<file path="src/verilog/uartsf_map.svh">
// Register offsets, field positions, reset values and sizes of the serial status block
`ifndef UARTSF_MAP_SVH
`define UARTSF_MAP_SVH

// ---------------------------------------------------------------
// Bus geometry
// ---------------------------------------------------------------
`define UARTSF_ADDR_W 8
`define UARTSF_DATA_W 16

// ---------------------------------------------------------------
// Register offsets
// ---------------------------------------------------------------
`define UARTSF_OFS_STATUS 8'h00
`define UARTSF_OFS_RXDATA 8'h04
`define UARTSF_OFS_TXDATA 8'h08
`define UARTSF_OFS_MODE 8'h0c
`define UARTSF_OFS_IRQ_STAT 8'h10
`define UARTSF_OFS_IRQ_MASK 8'h14

// ---------------------------------------------------------------
// Status and control fields
// ---------------------------------------------------------------
`define UARTSF_ST_TXEN 10
`define UARTSF_ST_TXFULL 9
`define UARTSF_ST_TX_SHIFT_EMPTY 8
`define UARTSF_ST_SEL_HI 7
`define UARTSF_ST_SEL_LO 6
`define UARTSF_ST_ADDR_DETECT_EN 5
`define UARTSF_ST_RX_IDLE_FLAG 4
`define UARTSF_ST_PARITY_ERR_FLAG 3
`define UARTSF_ST_FRAMING_ERR_FLAG 2
`define UARTSF_ST_OVERRUN_ERR_FLAG 1
`define UARTSF_ST_RXDA 0
`define UARTSF_MODE_NINE 0

// ---------------------------------------------------------------
// Interrupt status bits, buffer sizes, thresholds, resets
// ---------------------------------------------------------------
`define UARTSF_IRQ_RX 0
`define UARTSF_IRQ_OVR 1
`define UARTSF_IRQ_ERR 2
`define UARTSF_IRQ_W 3
`define UARTSF_DEPTH 3'h4
`define UARTSF_THR_FULL 3'h4
`define UARTSF_THR_3Q 3'h3
`define UARTSF_SEL_FULL 2'h3
`define UARTSF_SEL_3Q 2'h2
`define UARTSF_RST_SEL 2'h0
`define UARTSF_RST_MASK 3'h0

`endif

</file>
<file path="src/verilog/uartsf_pkg.sv">
// Types shared by the serial status block
`include "uartsf_map.svh"
`default_nettype none

package uartsf_pkg;
  typedef logic [`UARTSF_ADDR_W-1:0] uartsf_addr_t;
  typedef logic [`UARTSF_DATA_W-1:0] uartsf_word_t;
  typedef logic [8:0] uartsf_char_t;
  // Receive entry: parity error, framing error, nine data bits
  typedef logic [10:0] uartsf_rx_entry_t;

  typedef struct packed {
    logic txen;
    logic [1:0] rx_sel;
    logic addr_detect_en;
    logic nine_bit;
    logic overrun_err_flag;
    logic [3:0][10:0] rx_mem;
    logic [1:0] rx_rd;
    logic [1:0] rx_wr;
    logic [2:0] rx_cnt;
    logic sh_full;
    logic [10:0] sh_data;
    logic [3:0][8:0] tx_mem;
    logic [1:0] tx_rd;
    logic [1:0] tx_wr;
    logic [2:0] tx_cnt;
    logic tx_abort;
    logic [8:0] tx_head;
    logic irq;
    logic [`UARTSF_IRQ_W-1:0] irq_stat;
    logic [`UARTSF_IRQ_W-1:0] irq_mask;
    logic [`UARTSF_DATA_W-1:0] rdata;
  } uartsf_state_t;
endpackage : uartsf_pkg

`default_nettype wire

</file>
<file path="src/verilog/uartsf_core.sv">
// Status, control and buffering of an asynchronous serial port
//
// Operation
// Selector 11: interrupt when buffer reaches four
// Selector 10: interrupt when buffer reaches three
// Selector 0x: interrupt on every received character
// Address detect keeps ninth-bit-set characters only; the code filters only in nine-bit mode
// Idle flag reads one while receiver idle
// Parity flag reflects head receive entry
// Framing flag reflects head receive entry
// Overrun flag set by overflow, software clears
// Clearing overrun empties buffer and shift register
// Data available while receive buffer nonempty
// Transmitter empty only when shifter and buffer empty
// Disabling transmitter aborts and flushes buffer
// Error flags stored with each receive entry
//
// Local design decisions: the register offsets and strobed register access.
`include "uartsf_map.svh"
`default_nettype none

module uartsf_core (
  input wire logic i_clk,
  input wire logic i_rst,
  input wire uartsf_pkg::uartsf_addr_t i_addr,
  input wire uartsf_pkg::uartsf_word_t i_wdata,
  input wire logic i_wr,
  input wire logic i_rd,
  output var uartsf_pkg::uartsf_word_t o_rdata,
  output logic o_irq,
  input wire logic i_rx_busy,
  input wire logic i_rx_valid,
  input wire uartsf_pkg::uartsf_char_t i_rx_char,
  input wire logic i_rx_parity_err_flag,
  input wire logic i_rx_framing_err_flag,
  output logic o_tx_valid,
  output var uartsf_pkg::uartsf_char_t o_tx_char,
  input wire logic i_tx_ready,
  input wire logic i_tx_busy,
  output logic o_tx_abort,
  output logic o_tx_en,
  output logic o_nine_bit
);
  import uartsf_pkg::*;

  // ---------------------------------------------------------------
  // Helpers
  // ---------------------------------------------------------------
  // Threshold test on the fill level reached by a transfer
  function automatic logic uartsf_thr_hit(input logic [1:0] sel, input logic [2:0] level);
    logic hit;
    hit = 1'b1;
    if (sel == `UARTSF_SEL_FULL) begin
      hit = (level == `UARTSF_THR_FULL);
    end else if (sel == `UARTSF_SEL_3Q) begin
      hit = (level == `UARTSF_THR_3Q);
    end
    return hit;
  endfunction : uartsf_thr_hit

  function automatic logic [2:0] uartsf_level(input logic [2:0] cnt, input logic inc,
                                              input logic dec);
    logic [2:0] lvl;
    lvl = cnt;
    if (inc && !dec) begin
      lvl = cnt + 3'h1;
    end else if (dec && !inc) begin
      lvl = cnt - 3'h1;
    end
    return lvl;
  endfunction : uartsf_level

  // One-hot register select, shared by the strobe decode and the read data mux
  function automatic logic [5:0] uartsf_decode(input logic [`UARTSF_ADDR_W-1:0] addr);
    logic [5:0] hit;
    hit = 6'h00;
    if (addr == `UARTSF_OFS_STATUS) begin
      hit[0] = 1'b1;
    end else if (addr == `UARTSF_OFS_RXDATA) begin
      hit[1] = 1'b1;
    end else if (addr == `UARTSF_OFS_TXDATA) begin
      hit[2] = 1'b1;
    end else if (addr == `UARTSF_OFS_MODE) begin
      hit[3] = 1'b1;
    end else if (addr == `UARTSF_OFS_IRQ_STAT) begin
      hit[4] = 1'b1;
    end else if (addr == `UARTSF_OFS_IRQ_MASK) begin
      hit[5] = 1'b1;
    end
    return hit;
  endfunction : uartsf_decode

  uartsf_state_t s;
  uartsf_state_t next_s;

  // ---------------------------------------------------------------
  // Derived status
  // ---------------------------------------------------------------
  logic rx_avail;
  logic head_parity_err_flag;
  logic head_framing_err_flag;
  logic tx_full;
  logic tx_empty;
  logic rx_idle;
  uartsf_rx_entry_t head;
  uartsf_word_t status_word;

  always_comb begin
    head = s.rx_mem[s.rx_rd];
    rx_avail = (s.rx_cnt != 3'h0);
    head_parity_err_flag = rx_avail && head[10];
    head_framing_err_flag = rx_avail && head[9];
    rx_idle = !i_rx_busy;
    tx_full = (s.tx_cnt == `UARTSF_DEPTH);
    // The shifter alone is not enough: a queued or offered character also counts
    tx_empty = (s.tx_cnt == 3'h0) && !i_tx_busy;
    status_word = '0;
    status_word[`UARTSF_ST_TXEN] = s.txen;
    status_word[`UARTSF_ST_TXFULL] = tx_full;
    status_word[`UARTSF_ST_TX_SHIFT_EMPTY] = tx_empty;
    status_word[`UARTSF_ST_SEL_HI:`UARTSF_ST_SEL_LO] = s.rx_sel;
    status_word[`UARTSF_ST_ADDR_DETECT_EN] = s.addr_detect_en;
    status_word[`UARTSF_ST_RX_IDLE_FLAG] = rx_idle;
    status_word[`UARTSF_ST_PARITY_ERR_FLAG] = head_parity_err_flag;
    status_word[`UARTSF_ST_FRAMING_ERR_FLAG] = head_framing_err_flag;
    status_word[`UARTSF_ST_OVERRUN_ERR_FLAG] = s.overrun_err_flag;
    status_word[`UARTSF_ST_RXDA] = rx_avail;
  end

  // ---------------------------------------------------------------
  // Next state
  // ---------------------------------------------------------------
  logic wr_status;
  logic wr_tx;
  logic wr_mode;
  logic wr_mask;
  logic rd_rx;
  logic rd_irq;
  logic rx_pop;
  logic rx_push;
  logic rx_keep;
  logic rx_load;
  logic ovr_evt;
  logic ovr_clr;
  logic [2:0] rx_level;
  logic tx_push;
  logic tx_pop;
  logic tx_off;
  logic [`UARTSF_IRQ_W-1:0] irq_set;
  logic [5:0] reg_sel;

  always_comb begin
    next_s = s;
    next_s.tx_abort = 1'b0;
    wr_status = 1'b0;
    wr_tx = 1'b0;
    wr_mode = 1'b0;
    wr_mask = 1'b0;
    rd_rx = 1'b0;
    rd_irq = 1'b0;
    irq_set = '0;

    // ---------------------------------------------------------------
    // Register decode and read data
    // ---------------------------------------------------------------
    // One decode serves strobes and read mux, so they never disagree on the target
    reg_sel = uartsf_decode(i_addr);
    wr_status = i_wr && reg_sel[0];
    rd_rx = i_rd && reg_sel[1];
    wr_tx = i_wr && reg_sel[2];
    wr_mode = i_wr && reg_sel[3];
    rd_irq = i_rd && reg_sel[4];
    wr_mask = i_wr && reg_sel[5];

    // Read data, one cycle after the strobe; unmapped offsets read zero
    // The word is held between reads; only the cycle after the strobe carries meaning
    if (i_rd) begin
      next_s.rdata = '0;
      if (reg_sel[0]) begin
        next_s.rdata = status_word;
      end else if (reg_sel[1]) begin
        // An empty buffer reads zero and pops nothing
        next_s.rdata[8:0] = rx_avail ? head[8:0] : 9'h000;
      end else if (reg_sel[3]) begin
        next_s.rdata[`UARTSF_MODE_NINE] = s.nine_bit;
      end else if (reg_sel[4]) begin
        next_s.rdata[`UARTSF_IRQ_W-1:0] = s.irq_stat;
      end else if (reg_sel[5]) begin
        next_s.rdata[`UARTSF_IRQ_W-1:0] = s.irq_mask;
      end
    end

    // ---------------------------------------------------------------
    // Control writes
    // ---------------------------------------------------------------
    // Overrun can only be cleared, never set, by software
    ovr_clr = wr_status && s.overrun_err_flag && !i_wdata[`UARTSF_ST_OVERRUN_ERR_FLAG];
    tx_off = wr_status && s.txen && !i_wdata[`UARTSF_ST_TXEN];
    if (wr_status) begin
      next_s.txen = i_wdata[`UARTSF_ST_TXEN];
      next_s.rx_sel = i_wdata[`UARTSF_ST_SEL_HI:`UARTSF_ST_SEL_LO];
      next_s.addr_detect_en = i_wdata[`UARTSF_ST_ADDR_DETECT_EN];
    end
    if (wr_mode) begin
      next_s.nine_bit = i_wdata[`UARTSF_MODE_NINE];
    end
    if (wr_mask) begin
      next_s.irq_mask = i_wdata[`UARTSF_IRQ_W-1:0];
    end

    // ---------------------------------------------------------------
    // Receive path: shift register stage, then four-entry buffer
    // ---------------------------------------------------------------
    rx_pop = rd_rx && rx_avail;
    // Transfers halt while overrun is flagged, as the buffer contents are stale
    rx_push = s.sh_full && !s.overrun_err_flag && ((s.rx_cnt != `UARTSF_DEPTH) || rx_pop);
    // Filtering applies only in nine-bit mode, so eight-bit traffic passes untouched
    rx_keep = !(s.nine_bit && s.addr_detect_en && !i_rx_char[8]);
    rx_load = i_rx_valid && rx_keep && !s.overrun_err_flag;
    // A new character with the stage still held means it has nowhere to go
    ovr_evt = rx_load && s.sh_full && !rx_push;
    rx_level = uartsf_level(s.rx_cnt, rx_push, rx_pop);

    if (rx_push) begin
      next_s.rx_mem[s.rx_wr] = s.sh_data;
      next_s.rx_wr = s.rx_wr + 2'h1;
      next_s.sh_full = 1'b0;
      irq_set[`UARTSF_IRQ_RX] = uartsf_thr_hit(s.rx_sel, rx_level);
      irq_set[`UARTSF_IRQ_ERR] = s.sh_data[10] || s.sh_data[9];
    end
    if (rx_pop) begin
      next_s.rx_rd = s.rx_rd + 2'h1;
    end
    next_s.rx_cnt = rx_level;
    if (rx_load && !ovr_evt) begin
      next_s.sh_data = {i_rx_parity_err_flag, i_rx_framing_err_flag, i_rx_char};
      next_s.sh_full = 1'b1;
    end
    if (ovr_evt) begin
      next_s.overrun_err_flag = 1'b1;
      irq_set[`UARTSF_IRQ_OVR] = 1'b1;
    end

    if (ovr_clr) begin
      next_s.rx_rd = 2'h0;
      next_s.rx_wr = 2'h0;
      next_s.rx_cnt = 3'h0;
      next_s.sh_full = 1'b0;
      // A new overrun in the same cycle keeps the flag up
      next_s.overrun_err_flag = ovr_evt;
    end

    // ---------------------------------------------------------------
    // Transmit path: four-entry buffer feeding the character engine
    // ---------------------------------------------------------------
    // Writes while disabled or full are dropped rather than stalling the bus
    tx_push = wr_tx && s.txen && !tx_full;
    tx_pop = s.txen && (s.tx_cnt != 3'h0) && i_tx_ready;
    if (tx_push) begin
      next_s.tx_mem[s.tx_wr] = i_wdata[8:0];
      next_s.tx_wr = s.tx_wr + 2'h1;
    end
    if (tx_pop) begin
      next_s.tx_rd = s.tx_rd + 2'h1;
    end
    next_s.tx_cnt = uartsf_level(s.tx_cnt, tx_push, tx_pop);
    if (tx_off) begin
      next_s.tx_rd = 2'h0;
      next_s.tx_wr = 2'h0;
      next_s.tx_cnt = 3'h0;
      next_s.tx_abort = 1'b1;
    end

    // ---------------------------------------------------------------
    // Interrupt status: a read clears, a set in the same cycle wins
    // ---------------------------------------------------------------
    if (rd_irq) begin
      next_s.irq_stat = '0;
    end
    next_s.irq_stat = next_s.irq_stat | irq_set;

    // ---------------------------------------------------------------
    // Registered copies of the data and interrupt outputs
    // ---------------------------------------------------------------
    // Built from the next values, so the pins change at the same edge as the state
    next_s.tx_head = next_s.tx_mem[next_s.tx_rd];
    next_s.irq = |(next_s.irq_stat & next_s.irq_mask);
  end

  // ---------------------------------------------------------------
  // State register
  // ---------------------------------------------------------------
  always_ff @(posedge i_clk or posedge i_rst) begin
    if (i_rst) begin
      s <= '0;
      s.rx_sel <= `UARTSF_RST_SEL;
      s.irq_mask <= `UARTSF_RST_MASK;
    end else begin
      s <= next_s;
    end
  end

  // ---------------------------------------------------------------
  // Outputs
  // ---------------------------------------------------------------
  assign o_rdata = s.rdata;
  assign o_irq = s.irq;
  // Offered only while enabled; the abort pulse tells the engine to drop its shifter
  assign o_tx_valid = s.txen && (s.tx_cnt != 3'h0);
  assign o_tx_char = s.tx_head;
  assign o_tx_abort = s.tx_abort;
  assign o_tx_en = s.txen;
  assign o_nine_bit = s.nine_bit;

endmodule : uartsf_core

`default_nettype wire

</file>
<file path="config.mk">
export PLATFORM = sky130hd
export DESIGN_NAME = uartsf_core
export DESIGN_NICKNAME = d
export VERILOG_FILES = /design/src/verilog/uartsf_pkg.sv /design/src/verilog/uartsf_core.sv
export VERILOG_INCLUDE_DIRS = /design/src /design/src/verilog
export SDC_FILE = /design/constraint.sdc
export NUM_CORES = 1
export LEC_CHECK = 0
export BUFFER_PORTS_ARGS = -buffer_cell sky130_fd_sc_hd__buf_2
export CAP_MARGIN = 20
export CORE_MARGIN = 1
export CORE_UTILIZATION = 63
export CTS_CLUSTER_DIAMETER = 50
export CTS_CLUSTER_SIZE = 30
export DETAILED_ROUTE_END_ITERATION = 8
export PLACE_DENSITY = 0.88
export REMOVE_ABC_BUFFERS = 1
export SLEW_MARGIN = 20
export SYNTH_ARGS = -nofsm -noshare
export SYNTH_HDL_FRONTEND = slang
export SYNTH_SLANG_ARGS = --single-unit
</file>
<file path="constraint.sdc">
create_clock -name i_clk -period 8.1 [get_ports i_clk]
set_input_delay 0.405 -clock i_clk [delete_from_list [all_inputs] [get_ports i_clk]]
set_output_delay 0.405 -clock i_clk [all_outputs]
set_load 0.02 [all_outputs]
</file>
* After elaboration in Yosys (flattened, before gate mapping)
Index checks and enable logic that the tools add are counted.
** Storage, ports and cells
- Flip-flop bits (word level) :: 145
- Output and inout bits :: 30
- Word-level logic and storage cells :: 165
- Bits of input ports :: 43
** Operators by class
- Bitwise operators :: 2
- Reductions and logical operators :: 59
- Add/subtract/negate cells :: 8
- Equality and inequality tests :: 11
- Mux-type cells :: 52
- Magnitude comparators :: 6
** Operator list (count)
- $bwmux W44 :: 1
- $bwmux W36 :: 1
- $mux W36 :: 1
- $mux W9 :: 4
- $logic_and A1 B1 Y1 :: 33
- $mux W3 :: 10
- $bmux W11 S2 :: 1
- $demux W11 S2 :: 1
- $mux W11 :: 2
- $bmux W9 S2 :: 1
- $demux W9 S2 :: 1
- $eq A8 B4 Y1 const B :: 2
- $eq A8 B5 Y1 const B :: 2
- $mux W1 :: 16
- $mux W8 :: 2
- $mux W2 :: 7
- $logic_not A1 Y1 :: 13
- $lt A2 B3 Y1 const B :: 4
- $mux W12 :: 1
- $reduce_bool A3 Y1 :: 4
- $add A2 B1 Y2 const B :: 4
- $eq A8 B3 Y1 const B :: 1
- $logic_not A8 Y1 :: 1
- $reduce_bool A2 Y1 :: 4
- other kinds (15) :: 21

* Longest topological paths before layout
- Depth in word-level cells :: 22
- Mapped depth :: 10
- Depth with buffers taken out :: 9

* Worst setup path before layout
OpenSTA, ideal clock, no wires.
- Path type :: input to register
- From :: in i_addr[4]
- To :: reg s (netlist bit o_tx_char[0])
- Required time :: 7.971 ns
- Arrival :: 2.341 ns
- Stages :: 7
- Path buffers :: 1
- Path slack :: 5.630 ns
- Library setup time :: 0.129 ns
- Path through :: or4_1 buf_2 nor4_4 nand2_2 mux2_2 mux2i_1 mux2i_1
** RTL lines
- from (decl) :: RTL line uartsf_core.sv:25 : input wire uartsf_pkg::uartsf_addr_t i_addr,
- to (signal assigned) :: RTL line uartsf_core.sv:299 : s <= next_s;
- to (decl) :: RTL line uartsf_core.sv:93 : uartsf_state_t s;

==> metrics.yaml <==
setup_path:
  critPathMaxStageDelay_ns: 0.75
  crit_cells: 8
  startpoint_type: "input pin"
  rr_worst_depth: 5
  crit_required_ns: 8.50
  endpoint: "o_tx_char[7]"
  crit_slowest_cell: "nor4_4"
  worstPathArrival_ns: 3.35
  rrSetupSlack_ns: 5.42
  critPathMaxFanout: 19
  crit_buf_inv: 1
  crit_chain: "buf_2, or4_1, nor4_4, nand2_2, nor3b_4, nor2_4, mux2i_1, mux2i_1"
  cp_common_cell: "mux2i_1"
  critPathLaunch: "i_addr[4]"
  endpoint_kind: "register"
  crit_family: "simple AND/OR/NAND/NOR gates"
  r2r_start: "s[89]"
  reg2reg_to: "s[114]"
  critical_path_class: "input pin to register"
clock_tree:
  cts_buffer_depth: 2
  cts_resized: 0
  clock-sinks: 140
  post_cts_buffers: 0
  clk_latency_ns: 0.53
  h-tree-depth: 4
  holdBufCountCts: 1
  cts_tree: "built"
  numCtsBuffers: 17
  clkTransAtPathRegs_ns: 0.06
  clock-root-buffer: "clkbuf_8"
drt:
  drc: 0
  totalWireLength_um: 14440
  drtIter0Drc: 364
  drtAntennaViolNets: 0
  vias: 4340
  firstDrtPassIters: 5
  viasPerCell: 6.191
  wl_per_cell_um: 20.59
finish:
  syn2layout_area_growth_pct: 13.35
  drive_gt1_share_pct: 38.23
  num_antenna_cells: 0
  multi_input_area_um2: 2803
  fin_util_pct: 73.32
  nets: 609
  regArea_um2: 3503
  fillers: 591
job:
  drv_cap: 0
logic_synthesis:
  synthCells: 507
  synthArstFlopShare_pct: 100.0
  syn_area_per_cell_um2: 13.05
  synth_seq_area_share_pct: 52.94
  synth_ff_type: "dfrtp_1"
  yosys_warnings: 0
  yosys_register_bits: 140
  yosysUniqueCellTypes: 61
  syn-cell-area_um2: 6618
  synth_edf_count: 0
global_routing:
  grt.overflow.total: 0
  grt_pass1_vias: 4631
  grt_usage_pct: 28.48
  grt_antenna_before_repair: 0
  grt_pass1_wl_um: 23580
  grt_start_max_net_pins: 90
place:
  dp_hpwl_um: 9039
  io_buffers: 61
  gp_congestion: 0.8799
timing:
  hold_viol_final: 0
  timing.fmax_mhz: 339.3
  period_minus_slack_ns: 2.947
  slew_headroom_pct: 34.49
  timing_max_transition_violations_final: 0
  worst_pin_slew_ns: 0.9806
  period_share_pct: 36.39
  setup_viol: 0
  timing.setup.tns_ns: 0
  finalClockSkew_ns: 0.007416
  rsz0062_at_grt: "false"
min_path:
  hp-class: "input pin to register"
floorplanning:
  start_util_pct: 64.68
  coreArea_um2: 10230
  dieArea_um2: 10920
  fp-row-count: 37
  fp.dieH_um: 104.5
  io_pins: 73
  die_x_um: 104.5
pwr:
  leakagePower_nw: 3.475
  power_density_nw_per_um2: 296.6
  peakVddDrop_mv: 0.2293
run_status:
  status: "finished, final reports clean"
[Yosys cell counts (3+ instances only)]
master	instances	area share [%]
inv_1	17	0.96
nand2_1	20	1.1
mux4_2	11	3.7
a221oi_1	4	0.53
a31oi_1	4	0.38
ha_1	11	2.1
nor3_1	3	0.23
xnor2_1	8	1.1
mux2i_1	29	4.4
mux2_2	97	17
nand2_2	5	0.47
and2_1	5	0.47
a21oi_1	12	0.91
a32oi_1	3	0.40
nand3_1	7	0.53
clkbuf_1	7	0.40
nand2b_1	3	0.28
nor2_1	30	1.7
nor4_1	3	0.28
buf_4	25	2.8
nor2b_1	4	0.38
buf_2	6	0.45
o21ai_0	7	0.53
dfrtp_1	140	53
[worst reg2reg max path: stages, from the launching register on]
cell,delay (ns)
dfrtp_1,0.45
inv_1,0.10
ha_1,0.31
a31oi_1,0.64
and2_1,0.66
mux2_2,0.42
[per-layer routing]
metal  vias up  wire (µm)  global-route usage (%)
met5         -          0                       0
met4         0        556                   14.90
met3        59        829                   6.203
met2       198       7040                   45.46
met1      2210       6007                   36.69
li1       1873          -                       -
[power by group]
part           switching (mW)  internal (mW)
clock network           0.280          0.543
registers               0.132          0.860
logic                   0.188          0.222
total                   0.600           1.62
[worst min-delay path by stage]
stage,start,endpoint,cells past startpoint
finish,i_rx_char[4],s[80],2
global route,i_rx_char[4],s[80],2
CTS,i_rx_char[3],s[79],2
detailed placement,i_rst,s[89],2
global placement,i_rst,s[89],2
floorplan,s[21],s[21],2
[flip-flops by register name, summed over array words and instances (netlist names)]
name	flops
o_nine_bit	1
o_irq	1
o_tx_en	1
o_tx_abort	1
s	116
o_tx_char	9
o_rdata	11
[placed cells by master (no fill, tap or decap), types with 3 or more instances in the layout]
| master | n |
|---|---|
| dfrtp_1 | 140 |
| mux2_2 | 97 |
| buf_2 | 61 |
| nor2_1 | 30 |
| mux2i_1 | 29 |
| nand2_1 | 20 |
| inv_1 | 16 |
| clkbuf_16 | 16 |
| a21oi_1 | 12 |
| mux4_2 | 11 |
| ha_1 | 11 |
| xnor2_1 | 8 |
| o21ai_0 | 7 |
| nand3_1 | 7 |
| nand2_2 | 5 |
| and2_1 | 5 |
| conb_1 | 5 |
| bufinv_16 | 5 |
| nor2b_1 | 4 |
| a31oi_1 | 4 |
| a221oi_1 | 4 |
| nor4_1 | 3 |
| nand2b_1 | 3 |
| nor3_1 | 3 |
| a32oi_1 | 3 |
| clkbuf_8 | 3 |
| clkinv_2 | 3 |
| clkbuf_1 | 3 |
[kinds of logic after synthesis]
| family | after synthesis | synth area share (%) |
|---|---|---|
| AO/OA/AOI/OAI | 50 | 5.294 |
| XOR/XNOR | 10 | 1.324 |
| adder cells (fa/ha/maj) | 12 | 2.382 |
| buffers and inverters | 58 | 4.935 |
| flip-flops | 140 | 52.94 |
| multiplexers | 137 | 24.64 |
| other | 1 | 0.05667 |
| AND/OR/NAND/NOR | 99 | 8.433 |
[through the flow]
stage	cells	setup WS (ns)	hold WS (ns)	total power [mW]	area [µm²]
finish	701	5.153	0.09984	2.225	7501
global route	701	4.956	0.09991	2.321	7501
CTS	701	5.178	0.09220	2.224	7497
detailed placement	670	4.671	0.4701	1.393	6869
global placement	670	4.771	0.4616	1.349	6869
floorplan	471	3.942	0.4604	1.264	6374
[layout make-up]
cell class	count	share of cell area, %
sequential	140	46.71
multi-input combinational	313	37.36
clock buffer	22	6.038
timing repair buffer	64	4.454
tap	136	2.269
clock inverter	8	2.202
inverter	18	0.9675
Power figures use the tool's default switching activity.
